File: config.mk
export PLATFORM = sky130hd
export DESIGN_NAME = ssf_top
export DESIGN_NICKNAME = d
export VERILOG_FILES = /design/src/rtl/ssf_pkg.sv /design/src/rtl/ssf_link_if.sv /design/src/rtl/ssf_link_sync.sv /design/src/rtl/ssf_top.sv
export VERILOG_INCLUDE_DIRS = /design/src /design/src/rtl
export SDC_FILE = /design/constraint.sdc
export NUM_CORES = 1
export LEC_CHECK = 0
export BUFFER_PORTS_ARGS = -buffer_cell sky130_fd_sc_hd__buf_2
export CAP_MARGIN = 20
export CORE_UTILIZATION = 40
export DETAILED_ROUTE_END_ITERATION = 8
export PLACE_DENSITY_LB_ADDON = 0.05
export SYNTH_ARGS = -nofsm -noshare
export SYNTH_HDL_FRONTEND = slang
export SYNTH_SLANG_ARGS = --single-unit
File: constraint.sdc
create_clock -name CLOCK -period 3.6 [get_ports CLOCK]
set_clock_uncertainty 0.2 [all_clocks]
set_input_delay 0.18 -clock CLOCK [delete_from_list [all_inputs] [get_ports CLOCK]]
set_output_delay 0.18 -clock CLOCK [all_outputs]
set_load 0.1 [all_outputs]
File: src/rtl/ssf_regs.svh
`ifndef SSF_REGS_SVH
`define SSF_REGS_SVH
// ==================================================
// Register map (byte addresses)
`define SSF_ADDR_W 5
`define SSF_OFF_CTRL 5'h00
`define SSF_OFF_STATUS 5'h04
`define SSF_OFF_RXHOLD 5'h08
`define SSF_OFF_TX0 5'h0C
`define SSF_OFF_SKIP 5'h18
`define SSF_REG_STRIDE 5'h04
`define SSF_RESP_OK 2'h0
`define SSF_RESP_ERR 2'h2
// ==================================================
// Control register fields
`define SSF_CB_OF0 0
`define SSF_CB_OF1 1
`define SSF_CB_DIR0 2
`define SSF_CB_DIR1 3
`define SSF_CB_NET 8
`define SSF_CB_SYNC 9
`define SSF_CB_TX0 10
`define SSF_CB_TX2 12
`define SSF_CB_RXON 13
`define SSF_CB_RIE 14
`define SSF_CB_TIE 15
`define SSF_CB_OVERRUN_IRQ_EN 16
`define SSF_CB_UNDERRUN_IRQ_EN 17
`define SSF_CTRL_MASK 24'h03FF0F
`define SSF_CTRL_RST 24'h000000
// ==================================================
// Status register fields
`define SSF_SR_RDF 7
`define SSF_SR_TDE 6
`define SSF_SR_ROE 5
`define SSF_SR_TUE 4
`define SSF_SR_RFS 3
`define SSF_SR_TFS 2
// ==================================================
// Link framing
`define SSF_LNK_PINS 3
`define SSF_LNK_BCLK 0
`define SSF_LNK_FSYNC 1
`define SSF_LNK_RXD 2
`define SSF_WORD_MSB 7
`define SSF_BIT_W 3
`define SSF_BIT_ZERO 3'h0
`define SSF_BIT_ONE 3'h1
`define SSF_BIT_LAST 3'h7
`define SSF_SLOT_W 5
`define SSF_SLOT_ZERO 5'h00
`define SSF_SLOT_ONE 5'h01
`define SSF_SLOT_LAST 5'h1F
`define SSF_NUM_TX 3
`endif

File: src/rtl/ssf_pkg.sv
package ssf_pkg;
    // Frame tracking state
    typedef enum logic {
        SSF_IDLE = 1'b0,
        SSF_ACTIVE = 1'b1
    } ssf_frame_t;
    typedef logic [23:0] ssf_word_t;
endpackage : ssf_pkg

File: src/rtl/ssf_link_if.sv
`timescale 1ns/100ps
`default_nettype none
// ==================================================
// Synchronised link events towards the core
interface ssf_link_if;
    logic bclk_rise;
    logic fsync;
    logic rx_bit;
    modport drv (output bclk_rise, output fsync, output rx_bit);
    modport core (input bclk_rise, input fsync, input rx_bit);
endinterface : ssf_link_if
`default_nettype wire

File: src/rtl/ssf_link_sync.sv
`timescale 1ns/100ps
`default_nettype none
`include "ssf_regs.svh"
// ==================================================
// Pin synchronisers and bit clock edge finder
module ssf_link_sync
    import ssf_pkg::*;
(
    input wire logic clock,
    input wire logic nrst,
    input wire logic clk_en,
    input wire logic [`SSF_LNK_PINS-1:0] pins_raw,
    ssf_link_if.drv lnk
);
    logic [`SSF_LNK_PINS-1:0] meta_reg;
    logic [`SSF_LNK_PINS-1:0] sync_reg;
    logic bclk_prev_reg;

    // Two stages per pin; only the second stage feeds logic
    genvar g;
    generate
        for (g = 0; g < `SSF_LNK_PINS; g++) begin : g_pin
            always_ff @(posedge clock or negedge nrst) begin
                if (!nrst) begin
                    meta_reg[g] <= 1'b0;
                    sync_reg[g] <= 1'b0;
                end else if (clk_en) begin
                    meta_reg[g] <= pins_raw[g];
                    sync_reg[g] <= meta_reg[g];
                end
            end
        end
    endgenerate

    // Edge history of the synchronised bit clock
    always_ff @(posedge clock or negedge nrst) begin
        if (!nrst) begin
            bclk_prev_reg <= 1'b0;
        end else if (clk_en) begin
            bclk_prev_reg <= sync_reg[`SSF_LNK_BCLK];
        end
    end

    // One-cycle pulse per rising bit clock edge
    assign lnk.bclk_rise = sync_reg[`SSF_LNK_BCLK] & ~bclk_prev_reg;
    assign lnk.fsync = sync_reg[`SSF_LNK_FSYNC];
    assign lnk.rx_bit = sync_reg[`SSF_LNK_RXD];
endmodule : ssf_link_sync
`default_nettype wire

File: src/rtl/ssf_top.sv
// Notes on behaviour
// Pin1 direction from its bit unless tx2
// Transmitter 2 on forces pin1 output
// Pin0 direction from its bit unless tx1
// Transmitter 1 on forces pin0 output
// Flag1 driven on pin1 at frame/slot
// Flag0 driven on pin0 at frame/slot
// Status read-only, upper bits read zero
// Receive full set on transfer, read clears
// Transmit empty set when holdings transferred
// Skipped slot also sets transmit empty
// Writing all holdings or skip clears empty
// Overrun when new word meets full flag
// Overrun cleared by status then receive read
// Underrun when slot finds stale holding
// Underrun resends previous holding word
// One slot normal, up to 32 network
// Underrun cleared by status read, then writes
// Receive frame flag marks first-slot word
// Normal mode receive frame flag reads one
// Transmit frame flag only in first slot
// First-slot writes go in second slot
// Transmit frame flag valid with transmitter on
// Skipped slot floats enabled data outputs
// Status stale two cycles after writes
// Slot counter restarts at each frame sync
//
// Our own choices: the address map and the AXI4-Lite interface to the registers.
`timescale 1ns/100ps
`default_nettype none
`include "ssf_regs.svh"
module ssf_top
    import ssf_pkg::*;
(
    input wire logic CLOCK,
    input wire logic NRST,
    input wire logic CLK_EN,
    input wire logic [`SSF_ADDR_W-1:0] AWADDR,
    input wire logic AWVALID,
    output logic AWREADY,
    input wire logic [31:0] WDATA,
    input wire logic [3:0] WSTRB,
    input wire logic WVALID,
    output logic WREADY,
    output logic [1:0] BRESP,
    output logic BVALID,
    input wire logic BREADY,
    input wire logic [`SSF_ADDR_W-1:0] ARADDR,
    input wire logic ARVALID,
    output logic ARREADY,
    output logic [31:0] RDATA,
    output logic [1:0] RRESP,
    output logic RVALID,
    input wire logic RREADY,
    input wire logic BIT_CLK,
    input wire logic FSYNC,
    input wire logic RX_DATA,
    output logic TX_DATA0_O,
    output logic TX_DATA0_OE,
    input wire logic CTL_PIN0_I,
    output logic CTL_PIN0_O,
    output logic CTL_PIN0_OE,
    input wire logic CTL_PIN1_I,
    output logic CTL_PIN1_O,
    output logic CTL_PIN1_OE,
    output logic RX_REQ,
    output logic TX_REQ,
    output logic OVR_REQ,
    output logic UNR_REQ
);
    // ==================================================
    // Declarations
    ssf_link_if lnk();
    ssf_frame_t frame_reg, frame_next;
    ssf_word_t ctrl_reg, rx_hold_reg, wmask;
    ssf_word_t hold_reg [`SSF_NUM_TX];
    logic [`SSF_WORD_MSB:0] tx_shift_reg [`SSF_NUM_TX];
    logic [`SSF_WORD_MSB:0] rx_shift_reg;
    logic [`SSF_BIT_W-1:0] bit_cnt_reg, idx;
    logic [`SSF_SLOT_W-1:0] slot_cnt_reg;
    logic [`SSF_NUM_TX-1:0] tx_on, wr_tx_vec, fresh_reg;
    logic [1:0] flag_reg;
    logic [31:0] rd_value, status_w;
    logic [1:0] rd_resp;
    logic aw_take, ar_take, wr_ctrl, wr_skip, rd_status, rd_rx, rd_ok;
    logic rise, in_slot, slot_go, word_end, frame_last, net, any_tx;
    logic rx_xfer, rx_first_reg, rfs_reg, tfs_reg;
    logic rdf_reg, tde_reg, roe_reg, tue_reg, roe_arm_reg, tue_arm_reg;
    logic tx_load, tx_skip, all_wr, tue_clr, skip_pend_reg, skip_slot_reg;
    logic bvalid_reg, rvalid_reg;
    logic [1:0] bresp_reg, rresp_reg;
    logic [31:0] rdata_reg;

    // Word-aligned address compare, shared by both channels
    function automatic logic hit(input logic [`SSF_ADDR_W-1:0] a, input logic [`SSF_ADDR_W-1:0] off);
        return a[`SSF_ADDR_W-1:2] == off[`SSF_ADDR_W-1:2];
    endfunction : hit

    ssf_link_sync u_sync (
        .clock(CLOCK),
        .nrst(NRST),
        .clk_en(CLK_EN),
        .pins_raw({RX_DATA, FSYNC, BIT_CLK}),
        .lnk(lnk.drv)
    );

    // ==================================================
    // Bus slave: address and data taken together
    assign aw_take = AWVALID & WVALID & ~bvalid_reg & CLK_EN;
    assign AWREADY = aw_take;
    assign WREADY = aw_take;
    assign ar_take = ARVALID & ~rvalid_reg & CLK_EN;
    assign ARREADY = ar_take;
    assign BVALID = bvalid_reg;
    assign BRESP = bresp_reg;
    assign RVALID = rvalid_reg;
    assign RRESP = rresp_reg;
    assign RDATA = rdata_reg;
    assign wmask = {{8{WSTRB[2]}}, {8{WSTRB[1]}}, {8{WSTRB[0]}}};
    assign wr_ctrl = aw_take & hit(AWADDR, `SSF_OFF_CTRL);
    assign wr_skip = aw_take & hit(AWADDR, `SSF_OFF_SKIP);
    assign rd_status = ar_take & hit(ARADDR, `SSF_OFF_STATUS);
    assign rd_rx = ar_take & hit(ARADDR, `SSF_OFF_RXHOLD);
    assign rd_ok = rd_status | rd_rx | hit(ARADDR, `SSF_OFF_CTRL);

    // Status image; upper bits stay zero, writes to it are dropped
    always_comb begin
        status_w = '0;
        status_w[`SSF_SR_RDF] = rdf_reg;
        status_w[`SSF_SR_TDE] = tde_reg;
        status_w[`SSF_SR_ROE] = roe_reg;
        status_w[`SSF_SR_TUE] = tue_reg;
        status_w[`SSF_SR_RFS] = ctrl_reg[`SSF_CB_RXON] & (~net | rfs_reg);
        status_w[`SSF_SR_TFS] = any_tx & tfs_reg;
    end

    // Read mux; unmapped and write-only offsets answer with an error
    always_comb begin
        rd_value = 32'h0000_0000;
        rd_resp = `SSF_RESP_OK;
        if (hit(ARADDR, `SSF_OFF_CTRL)) begin
            rd_value = {8'h00, ctrl_reg};
        end else if (hit(ARADDR, `SSF_OFF_STATUS)) begin
            rd_value = status_w;
        end else if (hit(ARADDR, `SSF_OFF_RXHOLD)) begin
            rd_value = {8'h00, rx_hold_reg};
        end
        if (!rd_ok) begin
            rd_resp = `SSF_RESP_ERR;
        end
    end

    // Write response
    always_ff @(posedge CLOCK or negedge NRST) begin
        if (!NRST) begin
            bvalid_reg <= 1'b0;
            bresp_reg <= `SSF_RESP_OK;
        end else if (CLK_EN) begin
            if (aw_take) begin
                bvalid_reg <= 1'b1;
                bresp_reg <= (wr_ctrl | wr_skip | (|wr_tx_vec) | hit(AWADDR, `SSF_OFF_STATUS))
                    ? `SSF_RESP_OK : `SSF_RESP_ERR;
            end else if (BREADY) begin
                bvalid_reg <= 1'b0;
            end
        end
    end

    // Read response, data held until taken
    always_ff @(posedge CLOCK or negedge NRST) begin
        if (!NRST) begin
            rvalid_reg <= 1'b0;
            rresp_reg <= `SSF_RESP_OK;
            rdata_reg <= 32'h0000_0000;
        end else if (CLK_EN) begin
            if (ar_take) begin
                rvalid_reg <= 1'b1;
                rresp_reg <= rd_resp;
                rdata_reg <= rd_value;
            end else if (RREADY) begin
                rvalid_reg <= 1'b0;
            end
        end
    end

    // Control register with byte lanes
    always_ff @(posedge CLOCK or negedge NRST) begin
        if (!NRST) begin
            ctrl_reg <= `SSF_CTRL_RST;
        end else if (CLK_EN && wr_ctrl) begin
            ctrl_reg <= ((WDATA[23:0] & wmask) | (ctrl_reg & ~wmask)) & `SSF_CTRL_MASK;
        end
    end
    assign tx_on = ctrl_reg[`SSF_CB_TX2:`SSF_CB_TX0];
    assign any_tx = |tx_on;
    assign net = ctrl_reg[`SSF_CB_NET];

    // ==================================================
    // Framing: bit and slot counters on bit clock edges
    assign rise = lnk.bclk_rise & CLK_EN;
    assign in_slot = lnk.fsync | (frame_reg == SSF_ACTIVE);
    assign idx = lnk.fsync ? `SSF_BIT_ZERO : bit_cnt_reg;
    assign slot_go = rise & (lnk.fsync | ((frame_reg == SSF_ACTIVE) & (bit_cnt_reg == `SSF_BIT_ZERO)));
    assign word_end = rise & in_slot & (idx == `SSF_BIT_LAST);
    assign frame_last = ~net | (slot_cnt_reg == `SSF_SLOT_LAST);

    always_comb begin
        case (frame_reg)
            SSF_IDLE: frame_next = lnk.fsync ? SSF_ACTIVE : SSF_IDLE;
            SSF_ACTIVE: frame_next = (word_end & frame_last) ? SSF_IDLE : SSF_ACTIVE;
            default: frame_next = SSF_IDLE;
        endcase
    end

    // Counters restart on every frame sync
    always_ff @(posedge CLOCK or negedge NRST) begin
        if (!NRST) begin
            frame_reg <= SSF_IDLE;
            bit_cnt_reg <= `SSF_BIT_ZERO;
            slot_cnt_reg <= `SSF_SLOT_ZERO;
        end else if (rise) begin
            frame_reg <= frame_next;
            if (lnk.fsync) begin
                bit_cnt_reg <= `SSF_BIT_ONE;
                slot_cnt_reg <= `SSF_SLOT_ZERO;
            end else if (frame_reg == SSF_ACTIVE) begin
                bit_cnt_reg <= bit_cnt_reg + `SSF_BIT_ONE;
                if (word_end && !frame_last) begin
                    slot_cnt_reg <= slot_cnt_reg + `SSF_SLOT_ONE;
                end
            end
        end
    end

    // ==================================================
    // Receive path
    assign rx_xfer = word_end & ctrl_reg[`SSF_CB_RXON];

    always_ff @(posedge CLOCK or negedge NRST) begin
        if (!NRST) begin
            rx_shift_reg <= '0;
            rx_first_reg <= 1'b0;
            rx_hold_reg <= '0;
            rfs_reg <= 1'b0;
        end else if (CLK_EN) begin
            if (rise && in_slot) begin
                rx_shift_reg <= {rx_shift_reg[`SSF_WORD_MSB-1:0], lnk.rx_bit};
                if (idx == `SSF_BIT_ZERO) begin
                    rx_first_reg <= lnk.fsync;
                end
            end
            // A word meeting a full holding is dropped
            if (rx_xfer && (!rdf_reg || rd_rx)) begin
                rx_hold_reg <= ssf_word_t'({rx_shift_reg[`SSF_WORD_MSB-1:0], lnk.rx_bit});
                rfs_reg <= rx_first_reg;
            end
        end
    end

    // Receive flags; a new event beats a same-cycle clear
    always_ff @(posedge CLOCK or negedge NRST) begin
        if (!NRST) begin
            rdf_reg <= 1'b0;
            roe_reg <= 1'b0;
            roe_arm_reg <= 1'b0;
        end else if (CLK_EN) begin
            if (rx_xfer) begin
                rdf_reg <= 1'b1;
            end else if (rd_rx) begin
                rdf_reg <= 1'b0;
            end
            if (rx_xfer && rdf_reg && !rd_rx) begin
                roe_reg <= 1'b1;
                roe_arm_reg <= roe_arm_reg;
            end else if (rd_rx && roe_arm_reg) begin
                roe_reg <= 1'b0;
                roe_arm_reg <= 1'b0;
            end else if (rd_status && roe_reg) begin
                roe_arm_reg <= 1'b1;
            end
        end
    end

    // ==================================================
    // Transmit path
    genvar g;
    generate
        for (g = 0; g < `SSF_NUM_TX; g++) begin : g_tx
            assign wr_tx_vec[g] = aw_take & hit(AWADDR, `SSF_ADDR_W'(`SSF_OFF_TX0 + `SSF_REG_STRIDE * g));
            // Holding keeps its old word, so a missed write resends it
            always_ff @(posedge CLOCK or negedge NRST) begin
                if (!NRST) begin
                    hold_reg[g] <= '0;
                    tx_shift_reg[g] <= '0;
                end else if (CLK_EN) begin
                    if (wr_tx_vec[g]) begin
                        hold_reg[g] <= (WDATA[23:0] & wmask) | (hold_reg[g] & ~wmask);
                    end
                    if (tx_load) begin
                        tx_shift_reg[g] <= hold_reg[g][`SSF_WORD_MSB:0];
                    end else if (rise && in_slot) begin
                        tx_shift_reg[g] <= {tx_shift_reg[g][`SSF_WORD_MSB-1:0], 1'b0};
                    end
                end
            end
        end
    endgenerate

    assign tx_load = slot_go & any_tx & ~skip_pend_reg;
    assign tx_skip = slot_go & any_tx & skip_pend_reg;
    assign all_wr = (|wr_tx_vec) & (((fresh_reg | wr_tx_vec) & tx_on) == tx_on);
    assign tue_clr = tue_arm_reg & (all_wr | wr_skip);

    // Slot bookkeeping; a write during a load is kept for the next slot
    always_ff @(posedge CLOCK or negedge NRST) begin
        if (!NRST) begin
            fresh_reg <= '0;
            skip_pend_reg <= 1'b0;
            skip_slot_reg <= 1'b0;
            tfs_reg <= 1'b0;
        end else if (CLK_EN) begin
            fresh_reg <= tx_load ? wr_tx_vec : (fresh_reg | wr_tx_vec);
            if (wr_skip) begin
                skip_pend_reg <= 1'b1;
            end else if (tx_skip) begin
                skip_pend_reg <= 1'b0;
            end
            if (slot_go && any_tx) begin
                skip_slot_reg <= skip_pend_reg;
            end
            if (slot_go) begin
                tfs_reg <= lnk.fsync;
            end
        end
    end

    // Transmit flags; a set beats a same-cycle clear
    always_ff @(posedge CLOCK or negedge NRST) begin
        if (!NRST) begin
            tde_reg <= 1'b0;
            tue_reg <= 1'b0;
            tue_arm_reg <= 1'b0;
        end else if (CLK_EN) begin
            if (tx_load || tx_skip) begin
                tde_reg <= 1'b1;
            end else if (all_wr || wr_skip) begin
                tde_reg <= 1'b0;
            end
            if (tx_load && |(tx_on & ~fresh_reg)) begin
                tue_reg <= 1'b1;
            end else if (tue_clr) begin
                tue_reg <= 1'b0;
                tue_arm_reg <= 1'b0;
            end else if (rd_status && tue_reg) begin
                tue_arm_reg <= 1'b1;
            end
        end
    end

    // Output flags follow control at frame or slot starts
    always_ff @(posedge CLOCK or negedge NRST) begin
        if (!NRST) begin
            flag_reg <= 2'h0;
        end else if (slot_go && ctrl_reg[`SSF_CB_SYNC] && (net || lnk.fsync)) begin
            flag_reg <= ctrl_reg[`SSF_CB_OF1:`SSF_CB_OF0];
        end
    end

    // ==================================================
    // Registered pins and requests
    always_ff @(posedge CLOCK or negedge NRST) begin
        if (!NRST) begin
            TX_DATA0_O <= 1'b0;
            TX_DATA0_OE <= 1'b0;
            CTL_PIN0_O <= 1'b0;
            CTL_PIN0_OE <= 1'b0;
            CTL_PIN1_O <= 1'b0;
            CTL_PIN1_OE <= 1'b0;
            RX_REQ <= 1'b0;
            TX_REQ <= 1'b0;
            OVR_REQ <= 1'b0;
            UNR_REQ <= 1'b0;
        end else if (CLK_EN) begin
            TX_DATA0_O <= tx_shift_reg[0][`SSF_WORD_MSB];
            TX_DATA0_OE <= tx_on[0] & ~skip_slot_reg;
            // Transmitters 1 and 2 own the control pins when on
            CTL_PIN0_O <= tx_on[1] ? tx_shift_reg[1][`SSF_WORD_MSB] : (ctrl_reg[`SSF_CB_SYNC] & flag_reg[0]);
            CTL_PIN0_OE <= tx_on[1] ? ~skip_slot_reg : ctrl_reg[`SSF_CB_DIR0];
            CTL_PIN1_O <= tx_on[2] ? tx_shift_reg[2][`SSF_WORD_MSB] : (ctrl_reg[`SSF_CB_SYNC] & flag_reg[1]);
            CTL_PIN1_OE <= tx_on[2] ? ~skip_slot_reg : ctrl_reg[`SSF_CB_DIR1];
            RX_REQ <= rdf_reg & ctrl_reg[`SSF_CB_RIE];
            TX_REQ <= tde_reg & ctrl_reg[`SSF_CB_TIE];
            OVR_REQ <= roe_reg & ctrl_reg[`SSF_CB_OVERRUN_IRQ_EN];
            UNR_REQ <= tue_reg & ctrl_reg[`SSF_CB_UNDERRUN_IRQ_EN];
        end
    end
endmodule : ssf_top
`default_nettype wire

* Word-level counts from Yosys, hierarchy flattened
Cells that the tools add are included.
** Storage, ports and cells
- Register bits after elaboration :: 205
- Input port bits :: 59
** Operators by class
- Add/sub/neg operators :: 2
- Equality and inequality tests :: 10
- Mux-type cells :: 43
- Bitwise logic cells :: 67
- Reductions and logical operators :: 61
** Operators by type and width (number)
- bitwise AND 24 bit :: 4
- OR 24 bit :: 3
- two-way mux 8 bit :: 8
- AND reduction 2 bit :: 18
- bitwise AND 1 bit :: 34
- two-way mux 1 bit :: 24
- NOT 24 bit :: 1
- nonzero test 2 bit :: 12
- bitwise AND 18 bit :: 1
- two-way mux 18 bit :: 1
- OR 18 bit :: 1
- two-way mux 5 bit :: 3
- logical AND 1 bit :: 13
- equality test 3 bit (second input constant) :: 4
- logical NOT 3 bit :: 4
- two-way mux 3 bit :: 4
- AND reduction 3 bit :: 4
- OR 1 bit :: 10
- NOT 1 bit :: 9
- OR reduction 3 bit :: 3
- bitwise AND 3 bit :: 2
- equality test 3 x 1 -> 1 bit (second input constant) :: 2
- equality test 3 x 2 -> 1 bit (second input constant) :: 2
- adder 5 x 1 -> 5 bit (second input constant) :: 1
- other kinds (9) :: 15

* Longest topological paths before layout
Gate-level depths: netlist of the first run.
- Depth in word-level cells :: 12
- Depth in mapped cells :: 7
- Depth with buffers taken out :: 7

* Modules after synthesis
From an unflattened synthesis of the first run, not the netlist that was laid out.
** Second synthesis, totals
- Cells, all modules :: 500
- Area, all modules :: 6194.7 sq um
** By module, submodules not included
- ssf_top :: times used 1, cells an instance 484, area an instance 5896.9 sq um, sequential area each 3353.2 sq um
- ssf_link_sync :: times used 1, cells an instance 16, area an instance 297.8 sq um, sequential area each 175.2 sq um

* Worst setup path before layout of the first run
Ideal clock, no wire load.
- Path kind :: reg-to-reg
- Start point :: register bvalid_reg, in the netlist BVALID
- End point :: register (tool-made name)
- Setup time :: 0.128 ns
- Arrival time :: 2.269 ns
- Data required time :: 3.272 ns
- Slack :: 1.003 ns
- Stages on the path, launching flop included :: 6
- Buffers on the path :: 0
- Clock period less this slack :: 2.597 ns
- Path through :: dfrtp_1 -> nand4b_4 -> inv_2 -> and2_1 -> nand3_2 -> mux2_1
** RTL lines
- start: declaration :: RTL line ssf_top.sv:90 : logic bvalid_reg, rvalid_reg;
- start signal: assignment :: RTL line ssf_top.sv:156 : bvalid_reg <= 1'b0;
- start signal: assignment :: RTL line ssf_top.sv:160 : bvalid_reg <= 1'b1;
- start signal: assignment :: RTL line ssf_top.sv:164 : bvalid_reg <= 1'b0;

* Worst setup path after layout of the first run
- Start point :: register skip_pend_reg
- End point :: register skip_pend_reg
** Between the ends
- Word-level cells in the longest chain between the ends :: 3
** RTL lines
- start: declaration :: RTL line ssf_top.sv:89 : logic tx_load, tx_skip, all_wr, tue_clr, skip_pend_reg, skip_slot_reg;
- start signal: assignment :: RTL line ssf_top.sv:318 : skip_pend_reg <= 1'b0;
- start signal: assignment :: RTL line ssf_top.sv:324 : skip_pend_reg <= 1'b1;
- start signal: assignment :: RTL line ssf_top.sv:326 : skip_pend_reg <= 1'b0;
- bitwise AND 1 bit :: RTL line ssf_top.sv:310 : assign tx_skip = slot_go & any_tx & skip_pend_reg;
- nonzero test 2 bit (no line)
- AND reduction 2 bit (no line)
Every way passes these cells.
A chain may end at the register's enable or synchronous reset.

==> summary.txt, run 1 <==
Floorplanning
  • Die Ht: about 130 um
  • I/O pins: between 100 and 150
  • DIE AREA: 16000 sq um
  • Row count: between 40 and 50
  • Die width: 126 um
  • Initial core utilization: 0.409
  • Core ar.: between 15000 and 20000 sq um

Synth
  • Post-synthesis compound-gate area fraction: 0.142
  • Main combinational cell family by area after synthesis: compound AO/OA/AOI/OAI gates
  • Top post-synthesis cells by count: dfrtp_1, nand2_1, mux2_1, nor2_1, a21oi_1
  • Syn Std Cell Area: roughly 6200 sq um
  • Post-Synth Adder-Cell Area: 0.00807
  • Most common cell in the netlist: dfrtp_1
  • Ys async rst share: 1.00
  • Largest cells by area after synthesis: dfrtp_1, mux2_1, a22o_1
  • Post-synth top area cell: dfrtp_1
  • Register area share after synthesis: 0.569
  • Seq cells post-synth: around 140
  • Simple-gate share of the synthesized area: 0.113
  • Ys flop type: dfrtp_1
  • Mean Syn Cell Area: approximately 11 sq um
  • XOR/XNOR Fraction of Synth Area: 0.00283
  • Synth warn: 0
  • Synth unique cells: between 50 and 60
  • EDFF count, synth: 0
  • Mux share of post-synthesis cell area: 0.111
  • Gate Count Post-Synth: 542
  • Yosys top cell area share: 0.569

Finish
  • Fill cells: approximately 1400
  • Post-route cell area: ~7600 sq um
  • Share of cells above drive strength 1: 0.211
  • Final Util: 0.503
  • Area Overhead vs Synth: 22.9%
  • Final net count: a little over 700
  • Number of diodes: 0

Worst setup path
  • R2R Setup Slk: roughly 960 ps
  • Crit path launch type: flop
  • Worst EP arrival: around 2800 ps
  • WP data required: approximately 3800 ps
  • Critical path class: reg -> reg
  • Crit end category: flop
  • Crit Path Max Fanout: 25
  • Reg2Reg Launch Point: skip_pend_reg
  • Reg2reg path depth: 3
  • RR Endpoint: skip_pend_reg

STA
  • Maximum clock frequency: between 300 and 400 MHz
  • Max_slew headroom: 0.428
  • Final TNS setup: 0 ps
  • Final Setup Violations: 0
  • RSZ-0062 raised after global routing: false
  • Fin crit share: 0.733
  • Setup WS post-layout: between 900 and 1000 ps
  • Fin. Hold Viols: 0
  • Slew @ Worst Pin: between 800 and 900 ps
  • Shortest period the worst path allows: 2640 ps
  • Count of final max-slew check failures: 0

Worst hold path
  • Worst Hold Endpoint: rdf_reg
  • Worst Min Path Start: ARADDR[3]
  • Hold Path Class: in -> reg
  • Hold Crit Depth: 4

Clock tree
  • Clock-pin slew on the worst setup and hold paths: approximately 60 ps
  • CTS root buffer: clkbuf_16
  • Setup bufs post-CTS: 0
  • CTS tree: done
  • Skew-Pair Late Insertion Delay: between 400 and 500 ps
  • Clock Sinks: 141
  • H-Tree Depth: 4
  • Worst-case clock buffer depth: 2
  • Cts bufs inserted: 17

Global route
  • Gr usage total: 0.198
  • Vias in the first global route: 4542
  • Global-route wire length before repair: about 24 mm
  • Initial antenna violation count: 0
  • Grt ovf: 0
  • Largest net degree at the start of global routing: a little under 80

Placement
  • Post-Place Cell Area: between 6000 and 7000 sq um
  • HPWL Detailed: 9.76 mm
  • Dpl ws: approximately 850 ps
  • Gp weighted congestion: between 0.8 and 0.9
  • IO buf count: slightly above 70

Power and ir drop
  • Peak VDD IR: between 0.0004 and 0.0005 V
  • Pwr Total: 4990 uW
  • PD cells: 655 nW/um^2
  • Leakage Power: roughly 0.0037 uW

Flow run
  • Max Cap Violations: 0

Drt
  • Final wirelength: around 15 mm
  • Vias: between 4000 and 5000
  • Iteration count of the initial detailed-routing pass: 4
  • Iteration-0 DRC Markers: about 220
  • DRT antenna net count: 0
  • Routed length per instance: 17.2 um
  • Post-route DRC: 0
  • Via/cell ratio: approximately 5.3

Outcome
  • Status: complete, no violations
==> cell families after synthesis <==
kind of cell	count (synthesis)
flip-flops	141
multiplexers	61
other	1
AO/OA/AOI/OAI	134
adder cells (fa/ha/maj)	4
AND/OR/NAND/NOR	137
XOR/XNOR	2
buffers and inverters	62
==> layout by cell type (no fill, tap or decap), types with 3 or more instances in the layout <==
| cell | Yosys | routed |
|---|---|---|
| mux2i_1 | 5 | 5 |
| dlygate4sd3_1 | 0 | 35 |
| a22o_1 | 25 | 25 |
| o21ai_0 | 31 | 31 |
| a21oi_1 | 32 | 32 |
| clkbuf_8 | 0 | 5 |
| mux2_1 | 47 | 47 |
| mux2_2 | 7 | 7 |
| nand3_1 | 6 | 6 |
| inv_1 | 17 | 17 |
| buf_4 | 23 | 11 |
| a31oi_1 | 22 | 22 |
| nand2b_1 | 5 | 5 |
| nor2_1 | 37 | 37 |
| clkinv_2 | 0 | 4 |
| nand2_1 | 54 | 54 |
| buf_2 | 7 | 71 |
| clkinvlp_4 | 0 | 5 |
| dfrtp_1 | 141 | 141 |
| conb_1 | 1 | 16 |
| a32o_1 | 3 | 3 |
| nor2b_1 | 8 | 8 |
| clkbuf_16 | 0 | 17 |
| nor3_1 | 3 | 3 |
| ha_1 | 4 | 4 |
==> timing repair <==
item	in CTS	in global routing
hold buffers	35	0
resized for setup	0	0
endpoints found under the hold margin	123	0
==> where the power goes <==
part / internal [uW] / switching, uW / total [uW]
Clock: 1040 / 664 / 1700
Combinational: 347 / 769 / 1120
Sequential: 1900 / 269 / 2170
Total: 3290 / 1700 / 4990
==> through the flow <==
step / hold WS, ps / std cells
6_report: 40.7 / 851
5_1_grt: 69.3 / 851
4_1_cts: 23.0 / 851
3_5_place_dp: 71.3 / 784
3_3_place_gp: 71.6 / 784
2_1_floorplan: -316 / 557
==> per-layer routing <==
layer	share of wire	wire (um)	vias up	track usage
li1	-	-	2119	-
met1	0.47	6810	2286	0.256
met2	0.49	7240	73	0.334
met3	0.031	448	12	0.0468
met4	0.0092	135	0	0.0532
met5	0	0	-	0
==> worst max-delay path: stages, from the launching register on <==
cell and delay [ps]:
dfrtp_1 860, inv_1 630, o22ai_1 300, dlygate4sd3_1 570
==> worst max-delay path by stage <==
stage,start,to,slack [ps],cells past startpoint
after floorplan,BVALID,flop,1000,5
after global placement,CLK_EN,rx_hold_reg[7],910,6
after detailed placement,CLK_EN,rx_hold_reg[4],850,6
after CTS,skip_pend_reg,skip_pend_reg,950,3
after global routing,skip_pend_reg,skip_pend_reg,820,3
final,skip_pend_reg,skip_pend_reg,960,3
==> cell type report <==
class | count | area [sq um] | area share
sequential | 141 | 3530 | 0.463
multi-input combinational | 354 | 2400 | 0.316
timing repair buffer | 118 | 800 | 0.105
clock buffer | 22 | 494 | 0.0649
tap | 188 | 235 | 0.0309
clock inverter | 10 | 87.6 | 0.0115
inverter | 18 | 67.6 | 0.00887
Power figures use the tool's default switching activity.
==> run 2: changes to the inputs <==
==> constraint.sdc (replaced) <==
create_clock -name CLOCK -period 2.4 [get_ports CLOCK]
set_clock_uncertainty 0.2 [all_clocks]
set_input_delay 0.12 -clock CLOCK [delete_from_list [all_inputs] [get_ports CLOCK]]
set_output_delay 0.12 -clock CLOCK [all_outputs]
set_load 0.1 [all_outputs]
==> summary.txt, run 2 (same netlist as run 1, synthesis figures left out) <==
Worst hold path
  • Hold Path Class: in -> async

Worst setup path
  • Reg2Reg Launch Point: u_sync.lnk.fsync
  • WP data required: 2490 ps (-1260 ps)
  • RR Endpoint: rx_hold_reg[7]
  • Critical path class: in -> reg
  • Crit Path Max Fanout: 19 (-24%)
  • Crit path launch type: primary input
  • R2R Setup Slk: 260 ps (-700 ps)
  • Reg2reg path depth: 5 (+2)
  • Crit end category: flop
  • Worst EP arrival: 2250 ps (-540 ps)

STA
  • Count of final max-slew check failures: 0 (unchanged)
  • WHS: 14.9 ps (-25.8 ps)
  • RSZ-0062 raised after global routing: false
  • Final Setup Violations: 0 (unchanged)
  • Maximum clock frequency: ~460 MHz
  • Shortest period the worst path allows: ~2200 ps
  • Fin crit share: 0.902
  • Fin. Hold Viols: 0 (unchanged)
  • Setup WS post-layout: 236 ps (-727 ps)
  • Final TNS setup: 0 ps (unchanged)

Drt
  • Post-route DRC: 0 (unchanged)
  • Routed length per instance: 16.9 um (-1.7%)
  • Via/cell ratio: 5.18 (-1.8%)
  • Vias: 4488 (-0.045%)
  • Iteration-0 DRC Markers: 278 (+28%)
  • DRT antenna net count: 0 (unchanged)
  • Iteration count of the initial detailed-routing pass: 7 (+3)
  • Final wirelength: 14.6 mm (about the same)

Global route
  • Initial antenna violation count: 0 (unchanged)
  • Grt ovf: 0 (unchanged)
  • Largest net degree at the start of global routing: 50 (-36%)
  • Gr usage total: 0.200 (+0.00144)
  • Vias in the first global route: 4557 (+0.33%)
  • Global-route wire length before repair: 24.2 mm (unchanged)

Clock tree
  • H-Tree Depth: 4 (unchanged)
  • Clock Sinks: 141 (unchanged)
  • Clock-pin slew on the worst setup and hold paths: 60 ps (about the same)
  • Worst-case clock buffer depth: 2 (unchanged)
  • CTS tree: done
  • Cts bufs inserted: 17 (unchanged)
  • Setup bufs post-CTS: 0 (unchanged)
  • CTS root buffer: clkbuf_16
  • Skew-Pair Late Insertion Delay: 420 ps (about the same)

Placement
  • Inst Count DP: 796 (+1.5%)
  • IO buf count: 72 (unchanged)
  • Gp weighted congestion: 0.798 (-2.1%)
  • HPWL Detailed: 10.2 mm (+4.4%)
  • Dpl ws: 260 ps (-588 ps)

Power and ir drop
  • Share of power burned in registers: 0.413 (-0.023)
  • Clock power frac: 0.360 (+0.019)
  • Peak VDD IR: 0.000722 V (+68%)
  • PD cells: 995 nW/um^2 (+52%)
  • Combinational share of power: 0.227 (+0.003)
  • Internal: 5270 uW (+60%)
  • P_sw: 2550 uW (+50%)
  • Sw Ratio: 0.326 (-0.0150)
  • Leakage Power: 0.00383 uW (+2.9%)

Floorplanning
  • Core ar.: 15100 sq um (unchanged)
  • Row count: 45 (unchanged)
  • DIE AREA: 16000 sq um (unchanged)
  • Initial core utilization: 0.409 (unchanged)
  • Die width: 126 um (unchanged)
  • Die Ht: 126 um (unchanged)
  • I/O pins: 110 (unchanged)

Finish
  • Final net count: 728 (+2.1%)
  • Share of cells above drive strength 1: 0.226 (+0.0145)
  • Commonest non-fill, non-tap cells in the layout: dfrtp_1, buf_2, nand2_1, mux2_1, dlygate4sd3_1
  • Fin cells: 866 (+1.8%)
  • Area Overhead vs Synth: 26.9%
  • Number of diodes: 0 (unchanged)
  • Most common cell after layout, fill and taps aside: dfrtp_1

Flow run
  • Max Cap Violations: 0 (unchanged)

Outcome
  • Status: complete, no violations
run 2: changes by cell type in the layout (fill, tap and decap cells not counted), moves of 2 or more:
cell,before,now
buf_4,11,20
dlygate4sd3_1,35,38
dfrtp_1,141,139
buf_12,0,4
dfrtp_2,0,2
bufinv_16,1,4
clkinv_2,4,2
run 2: final cells by class:
cell class              instances  area, sq um
flip-flops and latches        141         3530
fillers                      1375         7280
clock inverters                10          160
multi-input cells             354         2410
well taps                     188          235
inverters                      18         67.6
repair buffers                133          972
clock buffers                  22          484
run 2: worst max path at each step:
stage,from,depth (start not counted),to
floorplan,BVALID,5,flop
global placement,u_sync.lnk.fsync,5,rx_hold_reg[6]
detailed placement,CLK_EN,5,flop
CTS,CLK_EN,6,flop
global route,u_sync.lnk.fsync,5,rfs_reg
finish,CLK_EN,7,tx_shift_reg[23]
run 2: layer usage:
metal	up-vias	track usage	share of wire
met5	-	0	0
met4	0	0.0638	0.013
met2	77	0.335	0.50
met1	2246	0.256	0.46
li1	2150	-	-
met3	15	0.0464	0.030
run 2: repair_timing:
action	in CTS	in global routing
resized for setup	0	1
hold endpoints to repair	195	0
endpoints found under the setup margin	0	8
hold buffers	38	0
run 2: stage by stage:
step,power [uW],util,cell area [sq um]
finish,7820,0.519,7860
global route,8230,0.519,7860
CTS,7920,0.519,7860
detailed placement,5010,0.451,6830
global placement,4960,0.451,6830
floorplan,4470,-,6260
run 2: power groups by stage:
| stage | registers [uW] | clock network (uW) | logic [uW] |
|---|---|---|---|
| global placement | 3260 | 0 | 1700 |
| finish | 3230 | 2820 | 1770 |
| floorplan | 3500 | 0 | 968 |
| CTS | 3240 | 2890 | 1790 |
| global route | 3300 | 2980 | 1950 |
| detailed placement | 3280 | 0 | 1730 |
run 2: worst max-delay path: stages:
cell and delay (ps):
dlygate4sd3_1 520, buf_2 320, and4b_1 430, o221ai_2 250, buf_12 220, o21ai_0 260
a21oi_1 120
==> run 3: changes to the inputs <==
==> constraint.sdc (replaced) <==
create_clock -name CLOCK -period 2.4 [get_ports CLOCK]
set_clock_uncertainty 0.2 [all_clocks]
set_input_delay 0.12 -clock CLOCK [delete_from_list [all_inputs] [get_ports CLOCK]]
set_output_delay 0.12 -clock CLOCK [all_outputs]
set_load 0.05 [all_outputs]
==> summary.txt, run 3 (same netlist as run 1, synthesis figures left out) <==
Outcome
  • Status: complete, no violations

Floorplanning
  • Die width: 126 um (unchanged)
  • Row count: 45 (unchanged)
  • Core ar.: 15100 sq um (unchanged)
  • I/O pins: 110 (unchanged)
  • Die Ht: 126 um (unchanged)
  • DIE AREA: 16000 sq um (unchanged)
  • Initial core utilization: 0.409 (unchanged)

Worst setup path
  • Crit Path Max Fanout: 9 (-10)
  • Crit path launch type: flop
  • Worst EP arrival: 2250 ps (about the same)
  • Critical path class: reg -> reg
  • WP data required: 2490 ps (about the same)
  • Crit end category: flop

Finish
  • Final Util: 0.513 (-0.00603)
  • Fill cells: 1383 (+0.58%)
  • Fin cells: 866 (unchanged)
  • Multi-input logic area: 2410 sq um (-0.26%)
  • Share of cells above drive strength 1: 0.220 (-0.00590)
  • Number of diodes: 0 (unchanged)
  • Register area: 3530 sq um (about the same)
  • Area Overhead vs Synth: 25.4%
  • Commonest non-fill, non-tap cells in the layout: dfrtp_1, buf_2, nand2_1, mux2_1, dlygate4sd3_1
  • Final net count: 729 (+0.14%)
  • Most common cell after layout, fill and taps aside: dfrtp_1

STA
  • Slew @ Worst Pin: ~540 ps
  • Setup WS post-layout: 242 ps (+5.72 ps)
  • Fin crit share: 0.899 (-0.00238)
  • Fin. Hold Viols: 0 (unchanged)
  • Final TNS setup: 0 ps (unchanged)
  • Final Setup Violations: 0 (unchanged)
  • Shortest period the worst path allows: 2160 ps (-5.72 ps)
  • Maximum clock frequency: 463 MHz (+0.26%)
  • RSZ-0062 raised after global routing: false
  • Count of final max-slew check failures: 0 (unchanged)
  • Max_slew headroom: 0.637

Drt
  • Final wirelength: 14.8 mm (+0.99%)
  • Via/cell ratio: 5.21 (+0.62%)
  • Routed length per instance: 17.1 um (+0.99%)
  • Iteration count of the initial detailed-routing pass: 4 (-3)
  • Post-route DRC: 0 (unchanged)
  • Iteration-0 DRC Markers: 270 (-2.9%)
  • Vias: 4516 (+0.62%)
  • DRT antenna net count: 0 (unchanged)

Power and ir drop
  • Leakage Power: 0.00380 uW (-0.62%)
  • Clock power frac: 0.350 (-0.010)
  • Combinational share of power: 0.211 (-0.016)
  • Internal: 5020 uW (-4.7%)
  • P_sw: 2260 uW (-11%)
  • Pwr Total: 7280 uW (-6.9%)
  • Peak VDD IR: 0.000591 V (-18%)
  • Share of power burned in registers: 0.439 (+0.026)
  • Sw Ratio: 0.310 (-0.0160)
  • PD cells: 937 nW/um^2 (-5.8%)

Clock tree
  • H-Tree Depth: 4 (unchanged)
  • Worst-case clock buffer depth: 2 (unchanged)
  • Cts bufs inserted: 17 (unchanged)
  • Skew-Pair Late Insertion Delay: 420 ps (about the same)
  • CTS root buffer: clkbuf_16
  • Setup bufs post-CTS: 0 (unchanged)
  • CTS tree: done
  • Clock Sinks: 141 (unchanged)
  • Clock-pin slew on the worst setup and hold paths: 60 ps (about the same)

Placement
  • IO buf count: 72 (unchanged)
  • HPWL Detailed: 10.1 mm (-0.65%)
  • Gp weighted congestion: 0.786 (-1.6%)
  • Dpl ws: 175 ps (-84.5 ps)
  • Inst Count DP: 797 (+0.13%)

Global route
  • Largest net degree at the start of global routing: 50 (unchanged)
  • Initial antenna violation count: 0 (unchanged)
  • Grt ovf: 0 (unchanged)
  • Global-route wire length before repair: 24.2 mm (+0.14%)
  • Gr usage total: 0.199 (-0.000444)
  • Vias in the first global route: 4634 (+1.7%)

Flow run
  • Max Cap Violations: 0 (unchanged)

Worst hold path
  • Hold Path Class: in -> async
run 3: timing repair:
action                                 in CTS  in global routing
endpoints found under the hold margin     195                  1
setup endpoints to repair                   0                  7
hold buffers                               37                  1
gates resized for setup                     0                  1
run 3: path summary, 6_finish.rpt:
path                                  startpoint         endpoint  slack (ps)  depth (start not counted)
worst max-delay path            u_sync.lnk.fsync   rx_hold_reg[2]         240                          5
worst min-delay path                        NRST  rx_shift_reg[3]          10                          2
worst max register to register  u_sync.lnk.fsync   rx_hold_reg[2]         240                          5
worst min register to register     skip_slot_reg      TX_DATA0_OE         280                          1
max in group asynchronous                   NRST  rx_shift_reg[5]        1360                          3
min in group CLOCK                      WSTRB[0]             flop          40                          3
run 3: cell type report:
class / instances / area share
sequential: 141 / 0.454
multi-input combinational: 354 / 0.310
timing repair buffer: 134 / 0.124
clock buffer: 24 / 0.0620
tap: 188 / 0.0303
clock inverter: 7 / 0.0113
inverter: 18 / 0.00869
run 3: metal layers:
| layer | GRT usage | wire length (um) |
|---|---|---|
| met4 | 0.0553 | 122 |
| met1 | 0.254 | 6730 |
| met3 | 0.0472 | 488 |
| met5 | 0 | 0 |
| met2 | 0.339 | 7450 |
run 3: metrics by stage:
| step | hold WS, ps | area [sq um] |
|---|---|---|
| final | 11.0 | 7770 |
| after detailed placement | -106 | 6820 |
| after global routing | 45.7 | 7770 |
| after floorplan | -376 | 6250 |
| after CTS | 25.0 | 7760 |
| after global placement | -107 | 6820 |
run 3: power groups by stage:
stage / Clock (uW) / Combinational, uW / Sequential [uW]
final: 2550 / 1530 / 3200
after global routing: 2700 / 1710 / 3260
after CTS: 2610 / 1550 / 3200
after detailed placement: 0 / 1500 / 3240
after global placement: 0 / 1470 / 3220
after floorplan: 0 / 902 / 3310
run 3: worst max-delay path: stages, from the launching register on:
cell	delay (ps)
dfrtp_1	450
nand4b_1	310
a211o_1	400
nor2b_1	130
buf_4	190
mux2_1	350
